[src/logic/hbs_pkg.sv]
package hbs_pkg;

    // Decode windows are fixed when the design is built; software cannot move them.
    localparam logic [31:0] SRAM_BASE = 32'h0000_0000;
    localparam logic [31:0] SRAM_MASK = 32'hfff0_0000;
    localparam logic [31:0] BK_BASE   = 32'h0010_0000;
    localparam logic [31:0] BK_MASK   = 32'hfff0_0000;

    // Asynchronous SRAM wait states per beat, legal range 0 to 7.
    localparam logic [2:0] SRAM_WAIT = 3'h2;
    localparam logic [2:0] SYNC_WAIT = 3'h0;

    // Transfer type bits, counted from the least significant end of tt_i.
    localparam int TT_DATA_BIT = 1;
    localparam int TT_READ_BIT = 3;

    localparam int         BUF_DEPTH      = 4;
    localparam int         BUF_AW         = 2;
    localparam logic [1:0] BURST_LAST_IDX = 2'h3;
    localparam logic [1:0] SIZE_SINGLE    = 2'h0;
    localparam logic [1:0] SIZE_BURST     = 2'h3;
    localparam logic [7:0] BE_ALL_N       = 8'h00;
    localparam logic [7:0] BE_NONE_N      = 8'hff;

    typedef struct packed {
        logic [31:0] addr;
        logic        wr;
        logic        burst_n;
        logic [3:0]  tsiz;
    } hbs_req_s;

    typedef struct packed {
        logic [28:0] addr;
        logic [7:0]  we_n;
        logic        adsc_n;
        logic        adv_n;
        logic        cs_n;
        logic        oe_n;
    } hbs_ram_s;

    typedef struct packed {
        logic [28:0] addr;
        logic [7:0]  backend_byte_enable_n;
        logic        wr;
        logic [1:0]  size;
        logic        backend_last_beat_n;
        logic        req_n;
        logic [63:0] dout;
    } hbs_bk_s;

    localparam hbs_ram_s RAM_IDLE = '{29'h0, 8'hff, 1'b1, 1'b1, 1'b1, 1'b1};
    localparam hbs_bk_s  BK_IDLE  = '{29'h0, 8'hff, 1'b0, 2'h0, 1'b1, 1'b1, 64'h0};

    typedef enum logic [3:0] {
        A_IDLE = 4'h1, A_ACK = 4'h2, A_WIN = 4'h4, A_RTRY = 4'h8
    } hbs_astate_e;

    typedef enum logic [3:0] {
        S_IDLE = 4'h1, S_GRANT = 4'h2, S_BEAT = 4'h4, S_END = 4'h8
    } hbs_sstate_e;

    typedef enum logic [5:0] {
        B_IDLE = 6'h01, B_GRANT = 6'h02, B_WCAP = 6'h04,
        B_DRAIN = 6'h08, B_RREQ = 6'h10, B_RDONE = 6'h20
    } hbs_bstate_e;

endpackage : hbs_pkg

[src/logic/hbs_beat_ctr.sv]
`timescale 1ns/1ps
module hbs_beat_ctr (
    input  wire logic       clk_i,
    input  wire logic       sys_rst_i,
    input  wire logic       load_i,
    input  wire logic       burst_n_i,
    input  wire logic [3:0] tsiz_i,
    input  wire logic [2:0] offs_i,
    input  wire logic       step_i,
    output logic      [1:0] idx_o,
    output logic            last_o,
    output logic      [7:0] be_n_o
);
    import hbs_pkg::*;

    logic [1:0]  idx_reg;
    logic [1:0]  lim_reg;
    logic [7:0]  be_reg;
    logic [3:0]  nbytes;
    logic [15:0] span;

    // A size of zero, or the extended size bit, means a full doubleword.
    assign nbytes = (tsiz_i[3] || tsiz_i[2:0] == 3'h0) ? 4'h8 : {1'b0, tsiz_i[2:0]};
    assign span   = ((16'h1 << nbytes) - 16'h1) << offs_i;

    always_ff @(posedge clk_i) begin
        if (sys_rst_i) begin
            idx_reg <= 2'h0;
            lim_reg <= 2'h0;
            be_reg  <= BE_NONE_N;
        end else if (load_i) begin
            idx_reg <= 2'h0;
            lim_reg <= burst_n_i ? 2'h0 : BURST_LAST_IDX;
            be_reg  <= burst_n_i ? ~span[7:0] : BE_ALL_N;
        end else if (step_i && idx_reg != lim_reg) begin
            idx_reg <= idx_reg + 2'h1;
        end
    end

    assign idx_o  = idx_reg;
    assign last_o = (idx_reg == lim_reg);
    assign be_n_o = be_reg;

endmodule : hbs_beat_ctr

[src/logic/hbs_post_buf.sv]
`timescale 1ns/1ps
module hbs_post_buf (
    input  wire logic                       clk_i,
    input  wire logic                       wr_i,
    input  wire logic [hbs_pkg::BUF_AW-1:0] widx_i,
    input  wire logic [63:0]                wdata_i,
    input  wire logic [hbs_pkg::BUF_AW-1:0] ridx_i,
    output logic      [63:0]                rdata_o
);
    import hbs_pkg::*;

    logic [63:0] mem [BUF_DEPTH];

    always_ff @(posedge clk_i) begin
        if (wr_i) begin
            mem[widx_i] <= wdata_i;
        end
    end

    assign rdata_o = mem[ridx_i];

endmodule : hbs_post_buf

[src/logic/hbs_slave.sv]
`timescale 1ns/1ps
module hbs_slave (
    input  wire logic             clk_i,
    input  wire logic             sys_rst_i,
    input  wire logic [31:0]      addr_i,
    input  wire logic             ts_n_i,
    input  wire logic [4:0]       tt_i,
    input  wire logic             tbst_n_i,
    input  wire logic [3:0]       tsiz_i,
    input  wire logic             dbg_n_i,
    input  wire logic             dbb_n_i,
    input  wire logic             aack_n_i,
    output logic                  aack_o,
    output logic                  aack_oe_o,
    input  wire logic             artry_n_i,
    output logic                  artry_o,
    output logic                  artry_oe_o,
    output logic                  ta_n_o,
    input  wire logic [63:0]      data_i,
    output logic      [63:0]      data_o,
    output logic                  data_oe_o,
    input  wire logic             ram_mode_i,
    output hbs_pkg::hbs_ram_s     ram_o,
    input  wire logic             backend_rdy_n_i,
    input  wire logic [63:0]      backend_din_i,
    output hbs_pkg::hbs_bk_s      backend_o
);
    import hbs_pkg::*;

    hbs_astate_e a_state;
    hbs_sstate_e s_state;
    hbs_bstate_e b_state;
    hbs_req_s    req_reg;
    hbs_req_s    s_req;
    hbs_req_s    b_req;
    hbs_req_s    b_src;
    hbs_ram_s    ram_reg;
    hbs_bk_s     bk_reg;
    logic        tgt_bk_reg;
    logic        data_reg;
    logic        od_low_reg;
    logic        aack_reg;
    logic        artry_reg;
    logic        ta_n_reg;
    logic [63:0] hdata_reg;
    logic        hoe_reg;
    logic        mode_s1;
    logic        mode_s2;
    logic [2:0]  wcnt;
    logic [2:0]  wait_lim;
    logic        hit_sram;
    logic        hit_bk;
    logic        is_data;
    logic        ts_take;
    logic        busy;
    logic        retry;
    logic        disp_s;
    logic        disp_b;
    logic        grant;
    logic        s_step;
    logic        s_last;
    logic [1:0]  s_idx;
    logic [7:0]  s_be;
    logic        b_step;
    logic        b_last;
    logic        b_load;
    logic        rd_beat;
    logic        bk_beat;
    logic        next_last;
    logic [1:0]  b_idx;
    logic [1:0]  ridx;
    logic [7:0]  b_be;
    logic [63:0] buf_rdata;

    assign hit_sram = (addr_i & SRAM_MASK) == SRAM_BASE;
    assign hit_bk   = (addr_i & BK_MASK) == BK_BASE;
    assign is_data  = tt_i[TT_DATA_BIT];
    assign ts_take  = a_state == A_IDLE && !ts_n_i && (hit_sram || hit_bk);
    // Only one host data tenure may be queued; the draining buffer is not one.
    assign busy     = s_state != S_IDLE || (b_state != B_IDLE && b_state != B_DRAIN);
    assign retry    = is_data && (busy || (hit_bk && b_state == B_DRAIN));
    assign disp_s   = a_state == A_WIN && artry_n_i && data_reg && !tgt_bk_reg;
    assign disp_b   = a_state == A_WIN && artry_n_i && data_reg && tgt_bk_reg;
    assign grant    = !dbg_n_i && dbb_n_i;

    always_ff @(posedge clk_i) begin
        if (sys_rst_i) begin
            mode_s1 <= 1'b0;
            mode_s2 <= 1'b0;
        end else begin
            mode_s1 <= ram_mode_i;
            mode_s2 <= mode_s1;
        end
    end

    always_ff @(posedge clk_i) begin
        if (sys_rst_i) begin
            a_state   <= A_IDLE;
            aack_reg  <= 1'b0;
            artry_reg <= 1'b0;
        end else begin
            unique case (a_state)
                A_IDLE: begin
                    if (ts_take) begin
                        aack_reg <= 1'b1;
                        if (retry) begin
                            artry_reg <= 1'b1;
                            a_state   <= A_RTRY;
                        end else begin
                            a_state <= A_ACK;
                        end
                    end
                end
                A_ACK: begin
                    aack_reg <= 1'b0;
                    a_state  <= A_WIN;
                end
                A_WIN: begin
                    a_state <= A_IDLE;
                end
                A_RTRY: begin
                    aack_reg  <= 1'b0;
                    artry_reg <= 1'b0;
                    a_state   <= A_IDLE;
                end
            endcase
        end
    end

    always_ff @(posedge clk_i) begin
        if (sys_rst_i) begin
            req_reg    <= '0;
            tgt_bk_reg <= 1'b0;
            data_reg   <= 1'b0;
            od_low_reg <= 1'b0;
        end else if (ts_take) begin
            req_reg    <= '{addr_i, !tt_i[TT_READ_BIT], tbst_n_i, tsiz_i};
            tgt_bk_reg <= hit_bk;
            data_reg   <= is_data;
        end
    end

    hbs_beat_ctr u_sram_ctr (
        .clk_i     (clk_i),
        .sys_rst_i (sys_rst_i),
        .load_i    (disp_s),
        .burst_n_i (req_reg.burst_n),
        .tsiz_i    (req_reg.tsiz),
        .offs_i    (req_reg.addr[2:0]),
        .step_i    (s_step),
        .idx_o     (s_idx),
        .last_o    (s_last),
        .be_n_o    (s_be)
    );

    assign wait_lim = mode_s2 ? SYNC_WAIT : SRAM_WAIT;
    assign s_step   = s_state == S_BEAT && wcnt == wait_lim;

    always_ff @(posedge clk_i) begin
        if (sys_rst_i) begin
            s_state <= S_IDLE;
            s_req   <= '0;
            wcnt    <= 3'h0;
            ram_reg <= RAM_IDLE;
        end else begin
            unique case (s_state)
                S_IDLE: begin
                    if (disp_s) begin
                        s_req   <= req_reg;
                        s_state <= S_GRANT;
                    end
                end
                S_GRANT: begin
                    if (grant) begin
                        s_state        <= S_BEAT;
                        wcnt           <= 3'h0;
                        ram_reg.cs_n   <= 1'b0;
                        ram_reg.addr   <= s_req.addr[31:3];
                        ram_reg.oe_n   <= s_req.wr;
                        ram_reg.we_n   <= s_req.wr ? s_be : BE_NONE_N;
                        ram_reg.adsc_n <= !mode_s2;
                    end
                end
                S_BEAT: begin
                    ram_reg.adsc_n <= 1'b1;
                    ram_reg.adv_n  <= 1'b1;
                    if (s_step) begin
                        wcnt <= 3'h0;
                        if (s_last) begin
                            s_state <= S_END;
                        end else begin
                            ram_reg.addr  <= {s_req.addr[31:5], s_req.addr[4:3] + s_idx + 2'h1};
                            ram_reg.adv_n <= !mode_s2;
                        end
                    end else begin
                        wcnt <= wcnt + 3'h1;
                    end
                end
                S_END: begin
                    ram_reg <= RAM_IDLE;
                    s_state <= S_IDLE;
                end
            endcase
        end
    end

    // The counter is reloaded after capture so that the drain recounts the same beats.
    assign b_load  = disp_b || (b_state == B_WCAP && b_last);
    assign b_src   = disp_b ? req_reg : b_req;
    assign bk_beat = (b_state == B_DRAIN || b_state == B_RREQ) && !bk_reg.req_n
                     && !backend_rdy_n_i;
    assign rd_beat = bk_beat && b_state == B_RREQ;
    assign b_step  = b_state == B_WCAP || bk_beat;
    assign ridx    = (b_state == B_WCAP || b_state == B_GRANT) ? 2'h0 : b_idx + 2'h1;
    assign next_last = b_req.burst_n || ridx == BURST_LAST_IDX;

    hbs_beat_ctr u_bk_ctr (
        .clk_i     (clk_i),
        .sys_rst_i (sys_rst_i),
        .load_i    (b_load),
        .burst_n_i (b_src.burst_n),
        .tsiz_i    (b_src.tsiz),
        .offs_i    (b_src.addr[2:0]),
        .step_i    (b_step),
        .idx_o     (b_idx),
        .last_o    (b_last),
        .be_n_o    (b_be)
    );

    hbs_post_buf u_post_buf (
        .clk_i   (clk_i),
        .wr_i    (b_state == B_WCAP),
        .widx_i  (b_idx),
        .wdata_i (data_i),
        .ridx_i  (ridx),
        .rdata_o (buf_rdata)
    );

    always_ff @(posedge clk_i) begin
        if (sys_rst_i) begin
            b_state <= B_IDLE;
            b_req   <= '0;
            bk_reg  <= BK_IDLE;
        end else begin
            unique case (b_state)
                B_IDLE: begin
                    if (disp_b) begin
                        b_req   <= req_reg;
                        b_state <= B_GRANT;
                    end
                end
                B_GRANT: begin
                    if (grant) begin
                        if (b_req.wr) begin
                            b_state <= B_WCAP;
                        end else begin
                            b_state                      <= B_RREQ;
                            bk_reg.req_n                 <= 1'b0;
                            bk_reg.wr                    <= 1'b0;
                            bk_reg.addr                  <= b_req.addr[31:3];
                            bk_reg.backend_byte_enable_n <= b_be;
                            bk_reg.size  <= b_req.burst_n ? SIZE_SINGLE : SIZE_BURST;
                            bk_reg.backend_last_beat_n   <= !next_last;
                        end
                    end
                end
                B_WCAP: begin
                    if (b_last) begin
                        b_state                      <= B_DRAIN;
                        bk_reg.req_n                 <= 1'b0;
                        bk_reg.wr                    <= 1'b1;
                        bk_reg.addr                  <= b_req.addr[31:3];
                        bk_reg.dout                  <= buf_rdata;
                        bk_reg.backend_byte_enable_n <= b_be;
                        bk_reg.size  <= b_req.burst_n ? SIZE_SINGLE : SIZE_BURST;
                        bk_reg.backend_last_beat_n   <= !next_last;
                    end
                end
                B_DRAIN, B_RREQ: begin
                    if (bk_beat) begin
                        if (b_last) begin
                            bk_reg.req_n               <= 1'b1;
                            bk_reg.backend_last_beat_n <= 1'b1;
                            b_state <= (b_state == B_DRAIN) ? B_IDLE : B_RDONE;
                        end else begin
                            bk_reg.addr <= {b_req.addr[31:5], b_req.addr[4:3] + ridx};
                            bk_reg.dout <= buf_rdata;
                            bk_reg.backend_last_beat_n <= !next_last;
                        end
                    end
                end
                B_RDONE: begin
                    b_state <= B_IDLE;
                end
            endcase
        end
    end

    always_ff @(posedge clk_i) begin
        if (sys_rst_i) begin
            hdata_reg <= 64'h0;
            hoe_reg   <= 1'b0;
        end else begin
            hoe_reg <= rd_beat;
            if (rd_beat) begin
                hdata_reg <= backend_din_i;
            end
        end
    end

    always_ff @(posedge clk_i) begin
        if (sys_rst_i) begin
            ta_n_reg <= 1'b1;
        end else begin
            ta_n_reg <= !(s_step || rd_beat || (b_state == B_WCAP && !b_last)
                          || (b_state == B_GRANT && grant && b_req.wr));
        end
    end

    assign aack_o     = od_low_reg;
    assign artry_o    = od_low_reg;
    assign aack_oe_o  = aack_reg;
    assign artry_oe_o = artry_reg;
    assign ta_n_o     = ta_n_reg;
    assign data_o     = hdata_reg;
    assign data_oe_o  = hoe_reg;
    assign ram_o      = ram_reg;
    assign backend_o  = bk_reg;
endmodule : hbs_slave

[config.mk]
export PLATFORM = sky130hd
export DESIGN_NAME = hbs_slave
export DESIGN_NICKNAME = d
export VERILOG_FILES = /design/src/logic/hbs_pkg.sv /design/src/logic/hbs_beat_ctr.sv /design/src/logic/hbs_post_buf.sv /design/src/logic/hbs_slave.sv
export SDC_FILE = /design/constraint.sdc
export NUM_CORES = 1
export LEC_CHECK = 0
export BUFFER_PORTS_ARGS = -buffer_cell sky130_fd_sc_hd__buf_2
export CAP_MARGIN = 20
export CELL_PAD_IN_SITES_DETAIL_PLACEMENT = 2
export CELL_PAD_IN_SITES_GLOBAL_PLACEMENT = 2
export CORE_ASPECT_RATIO = 1.4
export CORE_UTILIZATION = 36
export CTS_CLUSTER_SIZE = 25
export DETAILED_ROUTE_END_ITERATION = 10
export MAX_ROUTING_LAYER = met4
export PLACE_DENSITY_LB_ADDON = 0.1
export SLEW_MARGIN = 30
export SYNTH_ARGS = -nofsm -noshare
export SYNTH_HDL_FRONTEND = slang
export SYNTH_SLANG_ARGS = --single-unit
[constraint.sdc]
create_clock -name clk_i -period 3.7 [get_ports clk_i]
set_input_delay 1.11 -clock clk_i [delete_from_list [all_inputs] [get_ports clk_i]]
set_output_delay 1.11 -clock clk_i [all_outputs]
set_load 0.01 [all_outputs]
* Word-level counts from Yosys, hierarchy flattened *
Memories as Yosys holds them, arrays and structs flattened.
Index checks and enable logic that the tools add are counted.
W data, S select, Z words.

storage, ports and cells
  register bits = 369
  bits in writable memories = 256
  output and inout bits = 217
  memories kept = 1

memory list
  name            depth  width  read ports  clocked after memory_dff  wr ports  RTL line            text
  u_post_buf.mem  4      64     1           0                         1         hbs_post_buf.sv:12  logic [63:0] mem [BUF_DEPTH];

operators by class
  add/subtract/negate cells = 8
  equal/unequal tests = 38
  shift-type cells = 4
  multiplexer cells = 61
  bitwise operators = 2
  reductions and logical operators = 77

operators by type and width
  cell                     number
  $pmux W29 S3             2
  $pmux W64 S2             1
  $mux W29                 4
  $mux W106                1
  $mux W42                 2
  $mux W66                 1
  $mux W64                 1
  $mux W38                 1
  $mux W6                  6
  $logic_not A32 Y1        1
  $mux W4                  8
  $shl A1 B4 Y16 const A   2
  $shl A16 B3 Y8           2
  $sub A16 B1 Y16 const B  2
  $pmux W6 S5              1
  $ne A2 B2 Y1 const B     14
  $mux W8                  3
  $pmux W11 S2             1
  $logic_and A1 B1 Y1      20
  $not A8 Y8               2
  $pmux W4 S4              1
  $pmux W8 S2              1
  $reduce_and A4 Y1        4
  $reduce_bool A2 Y1       8
  other kinds (40)         101

* Longest topological paths before layout *
  depth in word-level cells = 13
  mapped depth = 13

* By module *
From an unflattened synthesis, not the netlist that was laid out.

second synthesis, totals
  cells, all modules = 2082
  area total of the unflattened synthesis = 23989.3 µm²

by module, submodules not included
  module        times used  cells each  area each (µm²)
  hbs_slave     1           1526        12993.7
  hbs_post_buf  1           338         9341.5
  hbs_beat_ctr  2           109         827.0

* Worst setup path after synthesis *
Ideal clock, no wire load.

  path kind = input -> register
  start = input port artry_n_i
  end = register u_bk_ctr.be_reg[7] (netlist: u_bk_ctr.be_n_o[7])
  setup time = 0.082 ns
  data arrival time = 3.238 ns
  data required time = 3.618 ns
  path slack = 0.379 ns
  cell stages on the path = 11
  buffers on the path = 2
  cell sequence = nand4_2 > clkbuf_1 > nor2_1 > a21oi_1 > ha_1 > buf_1 > mux2_2 > a211oi_1 > a31oi_1 > mux2_2 > o221ai_1

between the ends
  word-level cells in the longest chain between the ends = 12
  elaborated cells between the ends (all ways) = 13

ends and longest elaborated chain
  item                                 RTL line            text
  start: declaration                   hbs_slave.sv:15     input wire logic artry_n_i,
  $logic_and A1 B1 Y1 * (3 in series)  hbs_slave.sv:83     assign disp_b = a_state == A_WIN && artry_n_i && data_reg && tgt_bk_reg;
  $mux W9                              -
  $logic_not A3 Y1                     hbs_beat_ctr.sv:23  assign nbytes = (tsiz_i[3] || tsiz_i[2:0] == 3'h0) ? 4'h8 : {1'b0, tsiz_i[2:0]};
  $logic_or A1 B1 Y1                   hbs_beat_ctr.sv:23
  $mux W4                              hbs_beat_ctr.sv:23
  $shl A1 B4 Y16                       hbs_beat_ctr.sv:24  assign span = ((16'h1 << nbytes) - 16'h1) << offs_i;
  $sub A16 B1 Y16                      hbs_beat_ctr.sv:24
  $shl A16 B3 Y8                       hbs_beat_ctr.sv:24
  $not A8 Y8                           hbs_beat_ctr.sv:34  be_reg <= burst_n_i ? ~span[7:0] : BE_ALL_N;
  $mux W8                              hbs_beat_ctr.sv:34
  end signal: assignment               hbs_beat_ctr.sv:34
  end: declaration                     hbs_beat_ctr.sv:18  logic [7:0] be_reg;

Mark *: on every way between the ends. The rest lies on a longest branch, timed or not.
A chain may end at the register's enable or synchronous reset.

* Final worst setup path *
  start = register a_state[1]
  end = register u_bk_ctr.be_reg[7] (netlist: u_bk_ctr.be_n_o[7])

between the ends
  word-level cells in the longest chain between the ends = 13
  elaborated cells between the ends (all ways) = 14

ends and longest elaborated chain
  item                                 RTL line            text
  start: declaration                   hbs_slave.sv:30     hbs_astate_e a_state;
  start signal: assignment             hbs_slave.sv:98     a_state <= A_IDLE;
  start signal: assignment             hbs_slave.sv:108    a_state <= A_RTRY;
  start signal: assignment             hbs_slave.sv:110    a_state <= A_ACK;
  $eq A4 B3 Y1 *                       hbs_slave.sv:83
  $logic_and A1 B1 Y1 * (3 in series)  hbs_slave.sv:83
  $mux W9                              -
  $logic_not A3 Y1                     hbs_beat_ctr.sv:23
  $logic_or A1 B1 Y1                   hbs_beat_ctr.sv:23
  $mux W4                              hbs_beat_ctr.sv:23
  $shl A1 B4 Y16                       hbs_beat_ctr.sv:24
  $sub A16 B1 Y16                      hbs_beat_ctr.sv:24
  $shl A16 B3 Y8                       hbs_beat_ctr.sv:24
  $not A8 Y8                           hbs_beat_ctr.sv:34
  $mux W8                              hbs_beat_ctr.sv:34

Marked as above.

==> impl_metrics.toml <==
[logic_synthesis]
yosys-top-cells-area = "edfxtp_1 (33%), dfxtp_1 (31%), nand2_1 (5.9%)"
avgSynthCellArea_um2 = 11.09
synth_cells = 2112
syn-cell-area_um2 = 23420
async_flop_share_pct = 0
netlist-cell-type-count = 76
synth_commonest_cells = "nand2_1 (371), dfxtp_1 (363), edfxtp_1 (256)"
ys_seq_area_share_pct = 63.85
yosysMostFrequentCell = "nand2_1"
ys_ff_latch = 619
ys_warn_count = 0
synth_edf_count = 256
yosysTopAreaCell = "edfxtp_1"
yosys.area.top_type_share_pct = 32.82
yosys_most_used_dff = "dfxtp_1"

[die]
fp.dieH_um = 303.8
io_pins = 396
dieArea_um2 = 66100
chipWidth_um = 217.6
rows = 110
coreArea_um2 = 64270
start_util_pct = 36.44

[drt]
wl_per_cell_um = 22.31
drt_iter0_drc = 757
first_pass_iters = 5
finalWirelength_um = 74820
vias_per_cell = 5.307
drc = 0
vias = 17800
drt.antenna.violating_nets = 0

[clocking]
cts_tree = "done"
holdBufCountCts = 0
postCtsSetupRepairBufs = 0
root_buffer = "clkbuf_16"
ctsResizeCount = 0
htreeDepth = 3
clk_pin_slew_ps = 60
clk_path_buf_depth = 3
cts_sinks = 619
insertion_delay_ps = 600
cts_made_buffers = 66

[placed_design]
dp_hpwl_um = 49140
dpl.cell_count = 3220
gp_congestion = 0.7829
place_ws_ps = 242.3
io_buffers = 389

[power_and_ir_drop]
powerDensity_nw_per_um2 = 507.0
cellLeakagePower_nw = 10.27
irDropWorstVdd_mv = 0.2997

[setup_path]
start_kind = "flip-flop"
crit_type = "flip-flop to flip-flop"
crit_fanout = 8
crit_buf_inv = 1
cp.required_ps = 4210
crit_slowest_cell = "dfxtp_1"
cp-end-kind = "flip-flop"
cp.arrival_ps = 3560
cp_slowest_stage_delay_ps = 440
cp_common_cell = "mux2_2"
crit_chain = "nor4b_4, buf_4, nand4_2, a21oi_1, ha_1, mux2_2, a211oi_1, a31oi_1, mux2_2, o221ai_1"
cp_top_family = "compound AO/OA/AOI/OAI gates"

[global_routing]
grt_usage_pct = 22.93
grt_max_degree = 130
grt_first_pass_wirelength_um = 113800
grt_overflow_total = 0
grt_pass1_vias = 19440
antenna_found_initial = 10

[sta]
layout_min_cycle_time_ps = 3056
slew_violations = 0
rsz0062_at_grt = "false"
setup_violations = 0
fin_ws_ps = 644.3
relSlewSlack_pct = 38.25
timing.final.crit_share_pct = 82.59
finalHoldViolations = 0
tightest_slew_ps = 926.3
clock_skew_ps = 18.17
fmax_mhz = 327.3
setup_tns_ps = 0

[layout]
drive_gt1_share_pct = 22.61
syn2layout_area_growth_pct = 21.36
largest_reg_flops = 256
regMostFlops = "u_post_buf.mem"
layoutNonFillerInstCount = 3353
fillCellCount = 6628
finalNetCount = 2637

[flow_run]
maxCapViolCount = 0

[run_status]
outcome = "complete, no violations"

[worst_hold_path]
hold_class = "flip-flop to flip-flop"
==> cells in the final DEF (no fill, tap or decap), types with 65 or more instances in the layout <==
master     instances
clkbuf_16         68
nand2_1          371
a21oi_1          227
buf_2            388
o21ai_0           99
dfxtp_1          363
o221ai_1          65
mux2i_1          100
edfxtp_1         256
nor2_1            90
==> routing by layer <==
| metal | wire length [um] | share of wire [%] | GRT usage, % |
|---|---|---|---|
| met5 | 0 | 0 | - |
| met4 | 1636 | 2.2 | 6.616 |
| met3 | 4131 | 5.5 | 4.978 |
| met2 | 38550 | 52 | 40.17 |
| met1 | 30500 | 41 | 25.94 |
==> power breakdown <==
group	switching [mW]	leakage (nW)	total [mW]	internal, mW
combinational	0.395	4.00	0.607	0.212
clock	2.76	1.05	6.61	3.85
sequential	0.0640	5.22	7.19	7.13
==> worst min-delay path: stages (launching register included) <==
cell and delay (ps):
dfxtp_1 310, nand2_1 50, nand2_1 40
==> cell type report <==
type	count	area [um^2]	share of cell area, %
flip-flops and latches	619	14950	52.61
clock inverters	24	241.5	0.8495
repair buffers	429	2420	8.513
well taps	840	1051	3.698
clock buffers	94	1919	6.752
multi-input cells	1315	7736	27.22
diodes	14	35.03	0.1233
inverters	18	67.56	0.2377
==> worst paths after layout <==
path / slack (ps) / cells after the start / endpoint / from
worst max-delay path: 640 / 10 / u_bk_ctr.be_n_o[7]$_SDFFE_PP1P_ / a_state[1]$_SDFFE_PP0P_
worst min-delay path: 440 / 2 / ram_o[1]$_SDFFE_PP1P_ / ram_o[1]$_SDFFE_PP1P_
worst max register to register: 640 / 10 / u_bk_ctr.be_n_o[7]$_SDFFE_PP1P_ / a_state[1]$_SDFFE_PP0P_
worst min register to register: 440 / 2 / ram_o[1]$_SDFFE_PP1P_ / ram_o[1]$_SDFFE_PP1P_
==> kinds of logic (layout without fill, tap and decap cells) <==
kind of cell	Yosys count	count (layout)	synth area share, %
AND/OR/NAND/NOR	645	645	12.49
AO/OA/AOI/OAI	540	540	14.72
adder cells (fa/ha/maj)	9	9	0.4808
multiplexers	106	106	4.610
buffers and inverters	180	565	3.408
flip-flops	619	619	63.85
other	2	18	0.03206
XOR/XNOR	11	11	0.4113
==> per-stage QoR <==
stage | total power, mW | hold slack, ps | util [%] | area [um^2]
after floorplan | 7.670 | 413.8 | - | 23430
after global placement | 7.920 | 428.9 | 40.78 | 26210
after detailed placement | 7.948 | 431.1 | 40.78 | 26210
after CTS | 14.64 | 444.7 | 44.14 | 28370
after global routing | 14.94 | 466.6 | 44.21 | 28410
final | 14.41 | 442.7 | 44.22 | 28420
Power figures use the tool's default switching activity.
